File: config.mk
export PLATFORM = sky130hd
export DESIGN_NAME = tms_timing_mode_selector
export DESIGN_NICKNAME = d
export VERILOG_FILES = /design/src/design/tms_pkg.sv /design/src/design/tms_timing_mode_selector.sv /design/src/design/tms_ref_monitor.sv
export SDC_FILE = /design/constraint.sdc
export NUM_CORES = 1
export LEC_CHECK = 0
export CORE_UTILIZATION = 30
export DETAILED_ROUTE_END_ITERATION = 8
export DONT_BUFFER_PORTS = 1
export PLACE_DENSITY_LB_ADDON = 0.25
export SYNTH_ARGS = -nofsm -noshare
export SYNTH_HDL_FRONTEND = slang
export SYNTH_SLANG_ARGS = --single-unit
File: constraint.sdc
create_clock -name clk -period 16.4 [get_ports clk]
set_clock_uncertainty 0.05 [all_clocks]
set_input_delay 0.82 -clock clk [delete_from_list [all_inputs] [get_ports clk]]
set_output_delay 0.82 -clock clk [all_outputs]
set_load 0.01 [all_outputs]
File: src/design/tms_pkg.sv
// shared constants and types of the timing mode selector
package tms_pkg;

   localparam int AXI_ADDR_W = 8;
   localparam int AXI_DATA_W = 32;

   typedef struct packed {
      logic                    awvalid;
      logic [AXI_ADDR_W-1:0]   awaddr;
      logic                    wvalid;
      logic [AXI_DATA_W-1:0]   wdata;
      logic [3:0]              wstrb;
      logic                    bready;
      logic                    arvalid;
      logic [AXI_ADDR_W-1:0]   araddr;
      logic                    rready;
   } tms_axi_req_t;

   typedef struct packed {
      logic                    awready;
      logic                    wready;
      logic                    bvalid;
      logic [1:0]              bresp;
      logic                    arready;
      logic                    rvalid;
      logic [AXI_DATA_W-1:0]   rdata;
      logic [1:0]              rresp;
   } tms_axi_rsp_t;

   localparam logic [1:0] RESP_OKAY   = 2'h0;
   localparam logic [1:0] RESP_SLVERR = 2'h2;

   // register byte offsets
   localparam logic [AXI_ADDR_W-1:0] REG_CTRL    = 8'h00;
   localparam logic [AXI_ADDR_W-1:0] REG_STATUS  = 8'h04;
   localparam logic [AXI_ADDR_W-1:0] REG_TUNE    = 8'h08;
   localparam logic [AXI_ADDR_W-1:0] REG_HISTORY = 8'h0c;
   localparam logic [AXI_ADDR_W-1:0] REG_NOMINAL = 8'h10;

   // field positions
   localparam int CTRL_DIV_LSB      = 0;
   localparam int STAT_MODE_LSB     = 0;
   localparam int STAT_PHASE_LSB    = 4;
   localparam int STAT_REFVALID_LSB = 8;
   localparam int STAT_HISTVALID    = 13;
   localparam int STAT_SELECT_LSB   = 16;

   // reset values
   localparam logic [1:0]  CTRL_DIV_RST     = 2'h0;
   localparam logic [31:0] NOMINAL_TUNE_RST = 32'h2000_0000;

   // mode codes, third select line is the msb
   localparam logic [2:0] MODE_FREE    = 3'h0;
   localparam logic [2:0] MODE_REF1    = 3'h1;
   localparam logic [2:0] MODE_REF5    = 3'h5;
   localparam logic [2:0] MODE_IGNORED = 3'h6;
   localparam logic [2:0] MODE_HOLD    = 3'h7;

   typedef enum logic [2:0] {
      PH_IDLE,
      PH_EVAL,
      PH_ACQ,
      PH_PHASE,
      PH_LOCKED
   } tms_phase_t;

   // timing
   localparam int CLK_PERIOD_NS       = 50;
   localparam int EVAL_TIME_US        = 100;
   localparam int ACQ_WINDOW_US       = 50;
   localparam int REF_TIMEOUT_US      = 200;
   localparam int EVAL_CYCLES         = (EVAL_TIME_US * 1000 + CLK_PERIOD_NS - 1) / CLK_PERIOD_NS;
   localparam int ACQ_CYCLES          = (ACQ_WINDOW_US * 1000) / CLK_PERIOD_NS;
   localparam int REF_TIMEOUT_CYCLES  = (REF_TIMEOUT_US * 1000) / CLK_PERIOD_NS;
   localparam int MODE_STABLE_SAMPLES = 4;
   localparam int LOCK_EDGES          = 8;
   localparam int REF_MIN_PERIOD      = 2;

endpackage

File: src/design/tms_timing_mode_selector.sv
// mode selection, reference tracking, holdover history and hf clock outputs
`timescale 1ns/1ns
// Function
// RQ1 - select code 000 free-run, 001..101 lock ref1..5, 110 ignored, 111 holdover
// RQ2 - free-run drives outputs from the local nominal tuning word only
// RQ3 - holdover drives outputs from the stored history word; until a history word has been stored the code uses the nominal word
// RQ4 - history updates only while locked to a reference
// RQ5 - locked modes step through evaluation, frequency acquisition, then phase locking
// RQ6 - each locked code tracks exactly its own one of five references
// RQ7 - every reference input is monitored continuously regardless of mode
// RQ8 - primary and secondary copy the synthesizer, divided output is derived from it
// RQ9 - divided output divides the primary frequency by 1, 2, 4 or 8
// RQ10 - each output has its own enable input from the host
// RQ11 - select inputs are synchronized and must be stable before acting
module tms_timing_mode_selector #(
   parameter int ACC_W      = 32,
   parameter int CNT_W      = 13,
   parameter int ACQ_STEP   = 32'h0010_0000,
   parameter int PHASE_STEP = 32'h0000_1000,
   parameter int HIST_SHIFT = 4
)(
   input  wire logic                   clk,
   input  wire logic                   sys_rst,
   input  wire logic                   ce,
   input  wire tms_pkg::tms_axi_req_t  axiReq,
   output tms_pkg::tms_axi_rsp_t       axiRsp,
   input  wire logic                   modeSelectBit0,
   input  wire logic                   modeSelectBit1,
   input  wire logic                   modeSelectBit2,
   input  wire logic                   referenceInput1,
   input  wire logic                   referenceInput2,
   input  wire logic                   referenceInput3,
   input  wire logic                   referenceInput4,
   input  wire logic                   referenceInput5,
   input  wire logic                   primaryOutputEnable,
   input  wire logic                   secondaryOutputEnable,
   input  wire logic                   dividedOutputEnable,
   output logic                        hfClockPrimary,
   output logic                        hfClockSecondary,
   output logic                        hfClockDivided
);
   import tms_pkg::*;

   logic [4:0]       refPins;
   logic [4:0]       refEdge;
   logic [4:0]       refValid;
   logic [CNT_W-1:0] refPeriod [5];

   logic [2:0]       selS1;
   logic [2:0]       selS2;
   logic [2:0]       selPrev;
   logic [2:0]       stableCnt;
   logic [2:0]       activeMode;
   logic             modeNew;

   tms_phase_t       phase;
   logic [CNT_W-1:0] timer;
   logic [3:0]       lockCnt;
   logic [CNT_W-1:0] refCnt;
   logic [CNT_W-1:0] ncoCnt;

   logic [ACC_W-1:0] acc;
   logic [ACC_W-1:0] tune;
   logic [ACC_W-1:0] history;
   logic [ACC_W-1:0] histDiff;
   logic             histValid;
   logic             ncoPrev;
   logic [2:0]       divCnt;
   logic             divOut;
   logic [2:0]       enS1;
   logic [2:0]       enS2;

   logic [1:0]       divSel;
   logic [1:0]       divAct;
   logic [31:0]      nominal;

   logic             awHave;
   logic             wHave;
   logic [AXI_ADDR_W-1:0] awAddr;
   logic [31:0]      wData;
   logic [3:0]       wStrb;

   logic             isLockMode;
   logic [2:0]       selIdx;
   logic             selEdge;
   logic             selValid;
   logic             ncoRise;
   logic             phaseSmall;
   logic             acqDone;

   assign refPins = {referenceInput5, referenceInput4, referenceInput3, referenceInput2, referenceInput1};

   // one monitor per reference, independent of the active mode
   for (genvar i = 0; i < 5; i++) begin : g_mon
      tms_ref_monitor #(
         .CNT_W   (CNT_W),
         .TIMEOUT (REF_TIMEOUT_CYCLES),
         .MIN_PER (REF_MIN_PERIOD)
      ) u_mon (
         .clk       (clk),
         .sys_rst   (sys_rst),
         .ce        (ce),
         .refIn     (refPins[i]),
         .refEdge   (refEdge[i]),
         .refValid  (refValid[i]),
         .refPeriod (refPeriod[i])
      ); // RQ7
   end

   // select pin synchronizer
   always_ff @(posedge clk or posedge sys_rst) begin
      if (sys_rst) begin
         selS1 <= MODE_FREE;
         selS2 <= MODE_FREE;
      end else if (ce) begin
         selS1 <= {modeSelectBit2, modeSelectBit1, modeSelectBit0}; // RQ1
         selS2 <= selS1; // RQ11
      end
   end

   // code must hold for several samples; code 110 leaves the mode as is
   always_ff @(posedge clk or posedge sys_rst) begin
      if (sys_rst) begin
         selPrev    <= MODE_FREE;
         stableCnt  <= '0;
         activeMode <= MODE_FREE;
         modeNew    <= 1'b0;
      end else if (ce) begin
         modeNew <= 1'b0;
         if (selS2 != selPrev) begin
            selPrev   <= selS2;
            stableCnt <= '0; // RQ11
         end else if (stableCnt != 3'(MODE_STABLE_SAMPLES - 1)) begin
            stableCnt <= stableCnt + 1'b1;
         end else if (selPrev != MODE_IGNORED && selPrev != activeMode) begin
            activeMode <= selPrev; // RQ1
            modeNew    <= 1'b1;
         end
      end
   end

   assign isLockMode = (activeMode >= MODE_REF1) && (activeMode <= MODE_REF5);
   assign selIdx     = activeMode - MODE_REF1;
   assign selEdge    = isLockMode && refEdge[selIdx]; // RQ6
   assign selValid   = isLockMode && refValid[selIdx]; // RQ6
   assign ncoRise    = acc[ACC_W-1] & ~ncoPrev;
   assign phaseSmall = (acc[ACC_W-1 -: 4] == 4'h0) || (acc[ACC_W-1 -: 4] == 4'hf);
   assign acqDone    = (phase == PH_ACQ) && (timer == CNT_W'(ACQ_CYCLES - 1));

   // lock sequence
   always_ff @(posedge clk or posedge sys_rst) begin
      if (sys_rst) begin
         phase   <= PH_IDLE;
         timer   <= '0;
         lockCnt <= '0;
         refCnt  <= '0;
         ncoCnt  <= '0;
      end else if (ce) begin
         if (modeNew) begin
            phase   <= isLockMode ? PH_EVAL : PH_IDLE; // RQ5
            timer   <= '0;
            lockCnt <= '0;
         end else begin
            unique case (phase)
               PH_IDLE: begin
                  timer <= '0;
               end
               PH_EVAL: begin
                  if (!selValid) begin
                     timer <= '0;
                  end else if (timer == CNT_W'(EVAL_CYCLES - 1)) begin
                     phase  <= PH_ACQ; // RQ5
                     timer  <= '0;
                     refCnt <= '0;
                     ncoCnt <= '0;
                  end else begin
                     timer <= timer + 1'b1;
                  end
               end
               PH_ACQ: begin
                  if (!selValid) begin
                     phase <= PH_EVAL;
                     timer <= '0;
                  end else if (acqDone) begin
                     timer  <= '0;
                     refCnt <= '0;
                     ncoCnt <= '0;
                     if (refCnt == ncoCnt) begin
                        phase   <= PH_PHASE; // RQ5
                        lockCnt <= '0;
                     end
                  end else begin
                     timer  <= timer + 1'b1;
                     refCnt <= refCnt + CNT_W'(selEdge);
                     ncoCnt <= ncoCnt + CNT_W'(ncoRise);
                  end
               end
               PH_PHASE, PH_LOCKED: begin
                  if (!selValid) begin
                     phase <= PH_EVAL;
                     timer <= '0;
                  end else if (selEdge) begin
                     if (!phaseSmall) begin
                        lockCnt <= '0;
                        phase   <= PH_PHASE;
                     end else if (lockCnt == 4'(LOCK_EDGES - 1)) begin
                        phase <= PH_LOCKED;
                     end else begin
                        lockCnt <= lockCnt + 1'b1;
                     end
                  end
               end
            endcase
         end
      end
   end

   // tuning word of the synthesizer
   always_ff @(posedge clk or posedge sys_rst) begin
      if (sys_rst) begin
         tune <= NOMINAL_TUNE_RST;
      end else if (ce) begin
         if (activeMode == MODE_FREE) begin
            tune <= nominal; // RQ2
         end else if (activeMode == MODE_HOLD) begin
            tune <= histValid ? history : nominal; // RQ3
         end else if (acqDone && selValid) begin
            if (ncoCnt > refCnt) begin
               tune <= tune - ACC_W'(ACQ_STEP);
            end else if (ncoCnt < refCnt) begin
               tune <= tune + ACC_W'(ACQ_STEP);
            end
         end else if ((phase == PH_PHASE || phase == PH_LOCKED) && selEdge) begin
            // ahead when the accumulator sits just past wrap at the reference edge
            if (!acc[ACC_W-1]) begin
               tune <= tune - ACC_W'(PHASE_STEP);
            end else begin
               tune <= tune + ACC_W'(PHASE_STEP);
            end
         end
      end
   end

   assign histDiff = tune - history;

   // history averages the tuning word, only while locked
   always_ff @(posedge clk or posedge sys_rst) begin
      if (sys_rst) begin
         history   <= '0;
         histValid <= 1'b0;
      end else if (ce) begin
         if (phase == PH_LOCKED && selEdge) begin
            histValid <= 1'b1; // RQ4
            if (!histValid) begin
               history <= tune;
            end else begin
               history <= history + ACC_W'($signed(histDiff) >>> HIST_SHIFT); // RQ4
            end
         end
      end
   end

   // synthesizer and output stage
   always_ff @(posedge clk or posedge sys_rst) begin
      if (sys_rst) begin
         acc     <= '0;
         ncoPrev <= 1'b0;
         divCnt  <= '0;
         divAct  <= CTRL_DIV_RST;
      end else if (ce) begin
         acc     <= acc + tune;
         ncoPrev <= acc[ACC_W-1];
         if (ncoRise) begin
            divCnt <= divCnt + 1'b1;
            // ratio switches on a synthesizer edge only, no runt pulse
            divAct <= divSel; // RQ9
         end
      end
   end

   always_comb begin
      unique case (divAct)
         2'h0: divOut = ncoPrev; // RQ9
         2'h1: divOut = divCnt[0];
         2'h2: divOut = divCnt[1];
         2'h3: divOut = divCnt[2];
      endcase
   end

   always_ff @(posedge clk or posedge sys_rst) begin
      if (sys_rst) begin
         enS1             <= '0;
         enS2             <= '0;
         hfClockPrimary   <= 1'b0;
         hfClockSecondary <= 1'b0;
         hfClockDivided   <= 1'b0;
      end else if (ce) begin
         enS1             <= {dividedOutputEnable, secondaryOutputEnable, primaryOutputEnable};
         enS2             <= enS1;
         hfClockPrimary   <= ncoPrev & enS2[0]; // RQ8 RQ10
         hfClockSecondary <= ncoPrev & enS2[1]; // RQ8 RQ10
         hfClockDivided   <= divOut & enS2[2]; // RQ8 RQ10
      end
   end

   // register slave
   always_ff @(posedge clk or posedge sys_rst) begin
      if (sys_rst) begin
         axiRsp  <= '0;
         awHave  <= 1'b0;
         wHave   <= 1'b0;
         awAddr  <= '0;
         wData   <= '0;
         wStrb   <= '0;
         divSel  <= CTRL_DIV_RST;
         nominal <= NOMINAL_TUNE_RST;
      end else if (ce) begin
         axiRsp.awready <= !awHave && !(axiReq.awvalid && axiRsp.awready) && !axiRsp.bvalid;
         axiRsp.wready  <= !wHave && !(axiReq.wvalid && axiRsp.wready) && !axiRsp.bvalid;
         if (axiReq.awvalid && axiRsp.awready) begin
            awHave <= 1'b1;
            awAddr <= axiReq.awaddr;
         end
         if (axiReq.wvalid && axiRsp.wready) begin
            wHave <= 1'b1;
            wData <= axiReq.wdata;
            wStrb <= axiReq.wstrb;
         end
         if (awHave && wHave && !axiRsp.bvalid) begin
            awHave         <= 1'b0;
            wHave          <= 1'b0;
            axiRsp.bvalid  <= 1'b1;
            axiRsp.bresp   <= RESP_OKAY;
            unique case (awAddr)
               REG_CTRL: begin
                  if (wStrb[0]) begin
                     divSel <= wData[CTRL_DIV_LSB +: 2];
                  end
               end
               REG_NOMINAL: begin
                  for (int b = 0; b < 4; b++) begin
                     if (wStrb[b]) begin
                        nominal[8*b +: 8] <= wData[8*b +: 8];
                     end
                  end
               end
               REG_STATUS, REG_TUNE, REG_HISTORY: ;
               default: axiRsp.bresp <= RESP_SLVERR;
            endcase
         end else if (axiRsp.bvalid && axiReq.bready) begin
            axiRsp.bvalid <= 1'b0;
         end
         if (axiReq.arvalid && axiRsp.arready) begin
            axiRsp.arready <= 1'b0;
            axiRsp.rvalid  <= 1'b1;
            axiRsp.rresp   <= RESP_OKAY;
            axiRsp.rdata   <= '0;
            unique case (axiReq.araddr)
               REG_CTRL:    axiRsp.rdata[CTRL_DIV_LSB +: 2] <= divSel;
               REG_STATUS: begin
                  axiRsp.rdata[STAT_MODE_LSB +: 3]     <= activeMode;
                  axiRsp.rdata[STAT_PHASE_LSB +: 3]    <= phase;
                  axiRsp.rdata[STAT_REFVALID_LSB +: 5] <= refValid;
                  axiRsp.rdata[STAT_HISTVALID]         <= histValid;
                  axiRsp.rdata[STAT_SELECT_LSB +: 3]   <= selS2;
               end
               REG_TUNE:    axiRsp.rdata <= tune;
               REG_HISTORY: axiRsp.rdata <= history;
               REG_NOMINAL: axiRsp.rdata <= nominal;
               default:     axiRsp.rresp <= RESP_SLVERR;
            endcase
         end else if (axiRsp.rvalid && axiReq.rready) begin
            axiRsp.rvalid  <= 1'b0;
            axiRsp.arready <= 1'b1;
         end else if (!axiRsp.rvalid) begin
            axiRsp.arready <= 1'b1;
         end
      end
   end

endmodule

File: src/design/tms_ref_monitor.sv
// activity and period monitor for one reference input
`timescale 1ns/1ns
module tms_ref_monitor #(
   parameter int CNT_W   = 13,
   parameter int TIMEOUT = tms_pkg::REF_TIMEOUT_CYCLES,
   parameter int MIN_PER = tms_pkg::REF_MIN_PERIOD
)(
   input  wire logic             clk,
   input  wire logic             sys_rst,
   input  wire logic             ce,
   input  wire logic             refIn,
   output logic                  refEdge,
   output logic                  refValid,
   output logic [CNT_W-1:0]      refPeriod
);
   import tms_pkg::*;

   logic             refS1;
   logic             refS2;
   logic             refS3;
   logic [CNT_W-1:0] gapCnt;
   logic             seenOne;
   logic             rise;

   assign rise = refS2 & ~refS3;

   always_ff @(posedge clk or posedge sys_rst) begin
      if (sys_rst) begin
         refS1 <= 1'b0;
         refS2 <= 1'b0;
         refS3 <= 1'b0;
      end else if (ce) begin
         refS1 <= refIn;
         refS2 <= refS1;
         refS3 <= refS2;
      end
   end

   // edge spacing check, runs whatever mode is active
   always_ff @(posedge clk or posedge sys_rst) begin
      if (sys_rst) begin
         gapCnt    <= '0;
         seenOne   <= 1'b0;
         refValid  <= 1'b0;
         refEdge   <= 1'b0;
         refPeriod <= '0;
      end else if (ce) begin
         refEdge <= rise;
         if (rise) begin
            refPeriod <= gapCnt;
            gapCnt    <= '0;
            seenOne   <= 1'b1;
            refValid  <= seenOne && (gapCnt >= CNT_W'(MIN_PER)) && (gapCnt < CNT_W'(TIMEOUT));
         end else if (gapCnt >= CNT_W'(TIMEOUT)) begin
            refValid <= 1'b0;
            seenOne  <= 1'b0;
         end else begin
            gapCnt <= gapCnt + 1'b1;
         end
      end
   end

endmodule

==> impl_summary.log <==
[metrics] Critical Path RT: approximately 17 ns
[metrics] CTS tree: yes
[metrics] pin count of the biggest net entering global routing: roughly 150
[metrics] gate count after technology mapping: 2553
[metrics] cell with the biggest individual delay on the critical path: sky130_fd_sc_hd__a2111oi_0
[metrics] dominant register cell in the synthesized netlist: sky130_fd_sc_hd__dfrtp_1
[metrics] cell family contributing the most delay on the critical path: compound AO/OA/AOI/OAI gates
[metrics] Register-to-Register Path Depth: 18
[metrics] hold_ws: 0.140 ns
[metrics] main combinational cell family by area after synthesis: compound AO/OA/AOI/OAI gates
[metrics] crit path cell chain: ha_1 > a2111oi_0 > o211ai_1 > a31oi_1 > nand2_1 > a21o_1 > a21oi_1 > xnor2_1 > ha_1 > a21oi_1 > o21ai_0 > a221o_1 > a31oi_1 > o21a_1 > o22ai_1 > a32oi_1 > a21oi_1 > o31a_1
[metrics] most repeated library cell on the critical path: sky130_fd_sc_hd__a21oi_1
[metrics] buffer depth of the longest clock path: 3
[metrics] wire length on met2: 30700 µm
[metrics] pre-CTS WS: 11.03 ns
[metrics] average via count per standard cell: roughly 5.3
[metrics] largest area contributor in the synthesized netlist: sky130_fd_sc_hd__dfrtp_1
[metrics] count of endpoints failing setup in the final report: 0
[metrics] sequential element share of the synthesized area: between 40% and 50%
[metrics] First DRT Iteration DRCs: approximately 1300
[metrics] final routed DRC violation total: 0
[metrics] dominant cell by count in the synthesized netlist: sky130_fd_sc_hd__dfrtp_1
[metrics] area growth from synthesis to layout: 11.7%
[metrics] wire length on met3: about 4400 µm
[metrics] overall routing resource usage: between 10% and 20%
[metrics] pin slew with the least headroom to its limit: around 1.2 ns
[metrics] post-detailed-route wirelength per cell: a little under 20 µm
[metrics] leakage component of the power: between 10 and 15 nW
[metrics] Final ANT Viol Nets: 0
[metrics] CP bufs+invs: 0
[metrics] Crit path largest cell delay: 0.55 ns
[metrics] Critical Path End Type: flop
[metrics] xor-xnor portion of the synthesized cell area: between 5 and 6%
[metrics] CTS Hold Buffers Added: 0
[metrics] final critical-path share of the clock period: about a third
[metrics] Cell Count Post-Placement: roughly 3500
[metrics] initial antenna violation count: 0
[metrics] Post-synth EDFFs: 0
[metrics] Die Y: between 200 and 300 µm
[metrics] Worst R2R Setup Slack: between 10 and 15 ns
[metrics] total net switching power: approximately 1.2 mW
[metrics] Initial Util: about 30%
[metrics] critical path startpoint category: flop
[metrics] chip width: around 290 µm
[metrics] layout cell share with drive strength beyond 1: a little under an eighth
[metrics] setup repair after global routing missed its margin: no
[metrics] synthesized-area fraction occupied by adder cells: about 8.5%
[metrics] post-CTS resize count: 0
[metrics] placed wire-length estimate after detailed placement: just over 50000 µm
[metrics] CTS root buf: sky130_fd_sc_hd__clkbuf_16
[metrics] switching power as a share of total power: 34.1%
[metrics] path class of the lowest-slack min-delay path: input port to asynchronous set/reset pin
[metrics] placeable core region: between 0.07 and 0.08 mm²
[metrics] number of clock buffers inserted by TritonCTS: 47
[metrics] count of fill cells added during filler insertion: between 8000 and 9000
[metrics] top cells by area, synth: sky130_fd_sc_hd__dfrtp_1 (40%), sky130_fd_sc_hd__ha_1 (8.2%), sky130_fd_sc_hd__mux2_2 (7.1%), sky130_fd_sc_hd__nand2_1 (3.9%), sky130_fd_sc_hd__o21ai_0 (3.7%)
[metrics] number of rows created at floorplan: around 100
[metrics] H-tree depth: 2
[metrics] Max-Slew Margin vs Limit: 16.7%
[metrics] die footprint: between 0.08 and 0.09 mm²
[metrics] worst setup path class: flop to flop
[metrics] mapped cell area: approximately 0.024 mm²
[metrics] power share of the combinational group: between 20% and 30%
[metrics] count of pins over their slew limit: 0
[metrics] count of distinct cell types in the synthesized netlist: between 90 and 100
[metrics] via count of the first global-routing pass: 18920
[metrics] worst-case vdd ir drop: around 0.09 mV
[metrics] count of state elements after synthesis: roughly 390
[metrics] Routed Wire Length: about 70000 µm
[metrics] share of the synthesized area in the top cell type: about two fifths
[metrics] crit path from: tune[11]
[metrics] first-pass GRT wire length: between 100000 and 150000 µm
[metrics] maxcap violations: 0
[metrics] cell count along the critical path: 18
[metrics] Synthesis Warnings: 0
[metrics] run status: complete, no violations
[metrics] top layer in use: met4
[metrics] final period demand of the worst path: 5.38 ns
[metrics] Clock power frac: around a third
[metrics] IO Count: between 100 and 150
[metrics] worst setup path endpoint: history[28]
[metrics] clock transition at the registers of the reported paths: 0.06 ns
[metrics] proportion of power drawn by flip-flops and latches: roughly 38%
[metrics] synth cell count leaders: sky130_fd_sc_hd__dfrtp_1 (386), sky130_fd_sc_hd__nand2_1 (252), sky130_fd_sc_hd__nor2_1 (208)
[metrics] Data arrival, critical path: approximately 5.8 ns
[metrics] multiplexer share of the synthesized area: under 10%
[metrics] worst skew pair latency: between 0.6 and 0.7 ns
[metrics] Final Wtd Congestion: a little over 0.9
[metrics] Post-CTS Setup Inserts: 0
[metrics] final non-filler cell total: around 3600
[metrics] average cell area after synthesis: 9.48 µm²
[metrics] crit-path max FO: 5
[metrics] sum of negative setup slack: 0 ns
[metrics] final-stage net count: approximately 2800
[metrics] vias after detailed routing: around 19000
[metrics] Critical R2R Capture: history[28]
[metrics] number of I/O port buffers: 0
[metrics] Internal: 2.26 mW
[metrics] simple-gate area share of the yosys netlist: between 10% and 20%
[metrics] fraction of the mapped netlist area in compound gates: between 15 and 20%
[metrics] worst flop-to-flop path startpoint: tune[11]
[metrics] hold violation count in the final report: 0
[metrics] Achievable Freq: about 190 MHz
[metrics] total congestion overflow: 0
[metrics] Post-synth ARST share: 100%
[metrics] power per unit of standard cell area: around 130 mW/mm²
[metrics] Met1 Wirelength: roughly 33000 µm
[metrics] number of clock sinks: around 390
[metrics] post-route worst setup slack: ~11 ns
[metrics] drt first pass iters: 7
-- sequential cells by signal (all words and copies together), names as in the netlist, 4 cells and up --
name and cells:
g_mon.u_mon.seenOne 5, g_mon.u_mon.refS1 5, axiRsp 39, g_mon.u_mon.refEdge 5, acc 32, g_mon.u_mon.refS3 5
history 32, wStrb 4, g_mon.u_mon.gapCnt 65, g_mon.u_mon.refValid 5, timer 13, refCnt 13
nominal 32, wData 32, ncoCnt 13, g_mon.u_mon.refS2 5, lockCnt 4, awAddr 8
tune 32
-- worst min path at each step --
stage | startpoint | to | slack (ns) | depth (start not counted)
after global placement | g_mon[2].u_mon.seenOne | g_mon[2].u_mon.seenOne | 0.41 | 1
after global routing | sys_rst | enS1[1] | 0.19 | 1
after detailed placement | divCnt[2] | divCnt[2] | 0.41 | 1
after floorplan | divCnt[2] | divCnt[2] | 0.39 | 1
final | sys_rst | enS1[1] | 0.14 | 1
after CTS | sys_rst | enS1[1] | 0.17 | 1
-- cells by family after synthesis --
kind of cell | count (synthesis)
simple gates | 762
compound gates | 680
flops | 388
buf+inv | 211
mux | 193
fa+ha+maj | 162
xor+xnor | 156
other cells | 1
-- power by group through the flow --
stage	logic, mW	clock network [mW]	registers [mW]
after global routing	1.09	1.21	1.33
after floorplan	0.794	0	1.24
after global placement	0.956	0	1.31
after CTS	0.983	1.17	1.30
after detailed placement	0.977	0	1.32
final	0.983	1.14	1.30
-- layer usage --
| metal | GRT usage, % | up-vias |
|---|---|---|
| met3 | 3.99 | 96 |
| met5 | 0 | - |
| li1 | - | 9231 |
| met4 | 5.21 | 0 |
| met2 | 26.0 | 444 |
| met1 | 23.2 | 9513 |
-- cell type report --
| class | count | area [µm²] | area share (%) |
|---|---|---|---|
| Sequential cell | 388 | 9710 | 35.9 |
| Timing Repair Buffer | 20 | 163 | 0.602 |
| Clock inverter | 20 | 339 | 1.25 |
| Tap cell | 1050 | 1310 | 4.86 |
| Multi-Input combinational cell | 1955 | 13700 | 50.7 |
| Antenna cell | 1 | 2.50 | 0.00926 |
| Clock buffer | 65 | 1360 | 5.05 |
| Inverter | 113 | 432 | 1.60 |
-- stage by stage --
step,total power [mW],util (%),cell area (µm²)
4_1_cts,3.46,34.0,27000
3_5_place_dp,2.29,31.9,25300
2_1_floorplan,2.04,-,24200
3_3_place_gp,2.27,31.9,25300
6_report,3.43,34.0,27000
5_1_grt,3.63,34.0,27000
-- worst reg2reg max path: stages, from the launching register on --
cell                        delay (ns)
sky130_fd_sc_hd__dfrtp_1          0.43
sky130_fd_sc_hd__ha_1             0.41
sky130_fd_sc_hd__a2111oi_0        0.55
sky130_fd_sc_hd__o211ai_1         0.19
sky130_fd_sc_hd__a31oi_1          0.41
sky130_fd_sc_hd__nand2_1          0.20
sky130_fd_sc_hd__a21o_1           0.24
sky130_fd_sc_hd__a21oi_1          0.17
sky130_fd_sc_hd__xnor2_1          0.18
sky130_fd_sc_hd__ha_1             0.32
sky130_fd_sc_hd__a21oi_1          0.18
sky130_fd_sc_hd__o21ai_0          0.17
sky130_fd_sc_hd__a221o_1          0.37
sky130_fd_sc_hd__a31oi_1          0.28
sky130_fd_sc_hd__o21a_1           0.34
sky130_fd_sc_hd__o22ai_1          0.14
sky130_fd_sc_hd__a32oi_1          0.21
sky130_fd_sc_hd__a21oi_1          0.09
sky130_fd_sc_hd__o31a_1           0.27
-- layout by cell type (no fill, tap or decap), drive strengths merged, types with 13 or more instances in the layout --
cell type	n
and2	22
a221oi	22
mux2	155
nor3	39
o21bai	15
nand2b	13
nor4	25
buf	20
nand2	254
a21o	64
mux2i	35
nor2	208
clkbuf	65
nand3	54
a22oi	34
o21a	23
nor2b	17
xnor2	81
o21ai	191
a21oi	137
o22ai	23
nand4	34
o31ai	21
a211oi	13
inv	113
a31oi	36
ha	158
and3	41
dfrtp	386
xor2	75
(Power assumes the default switching activity.)
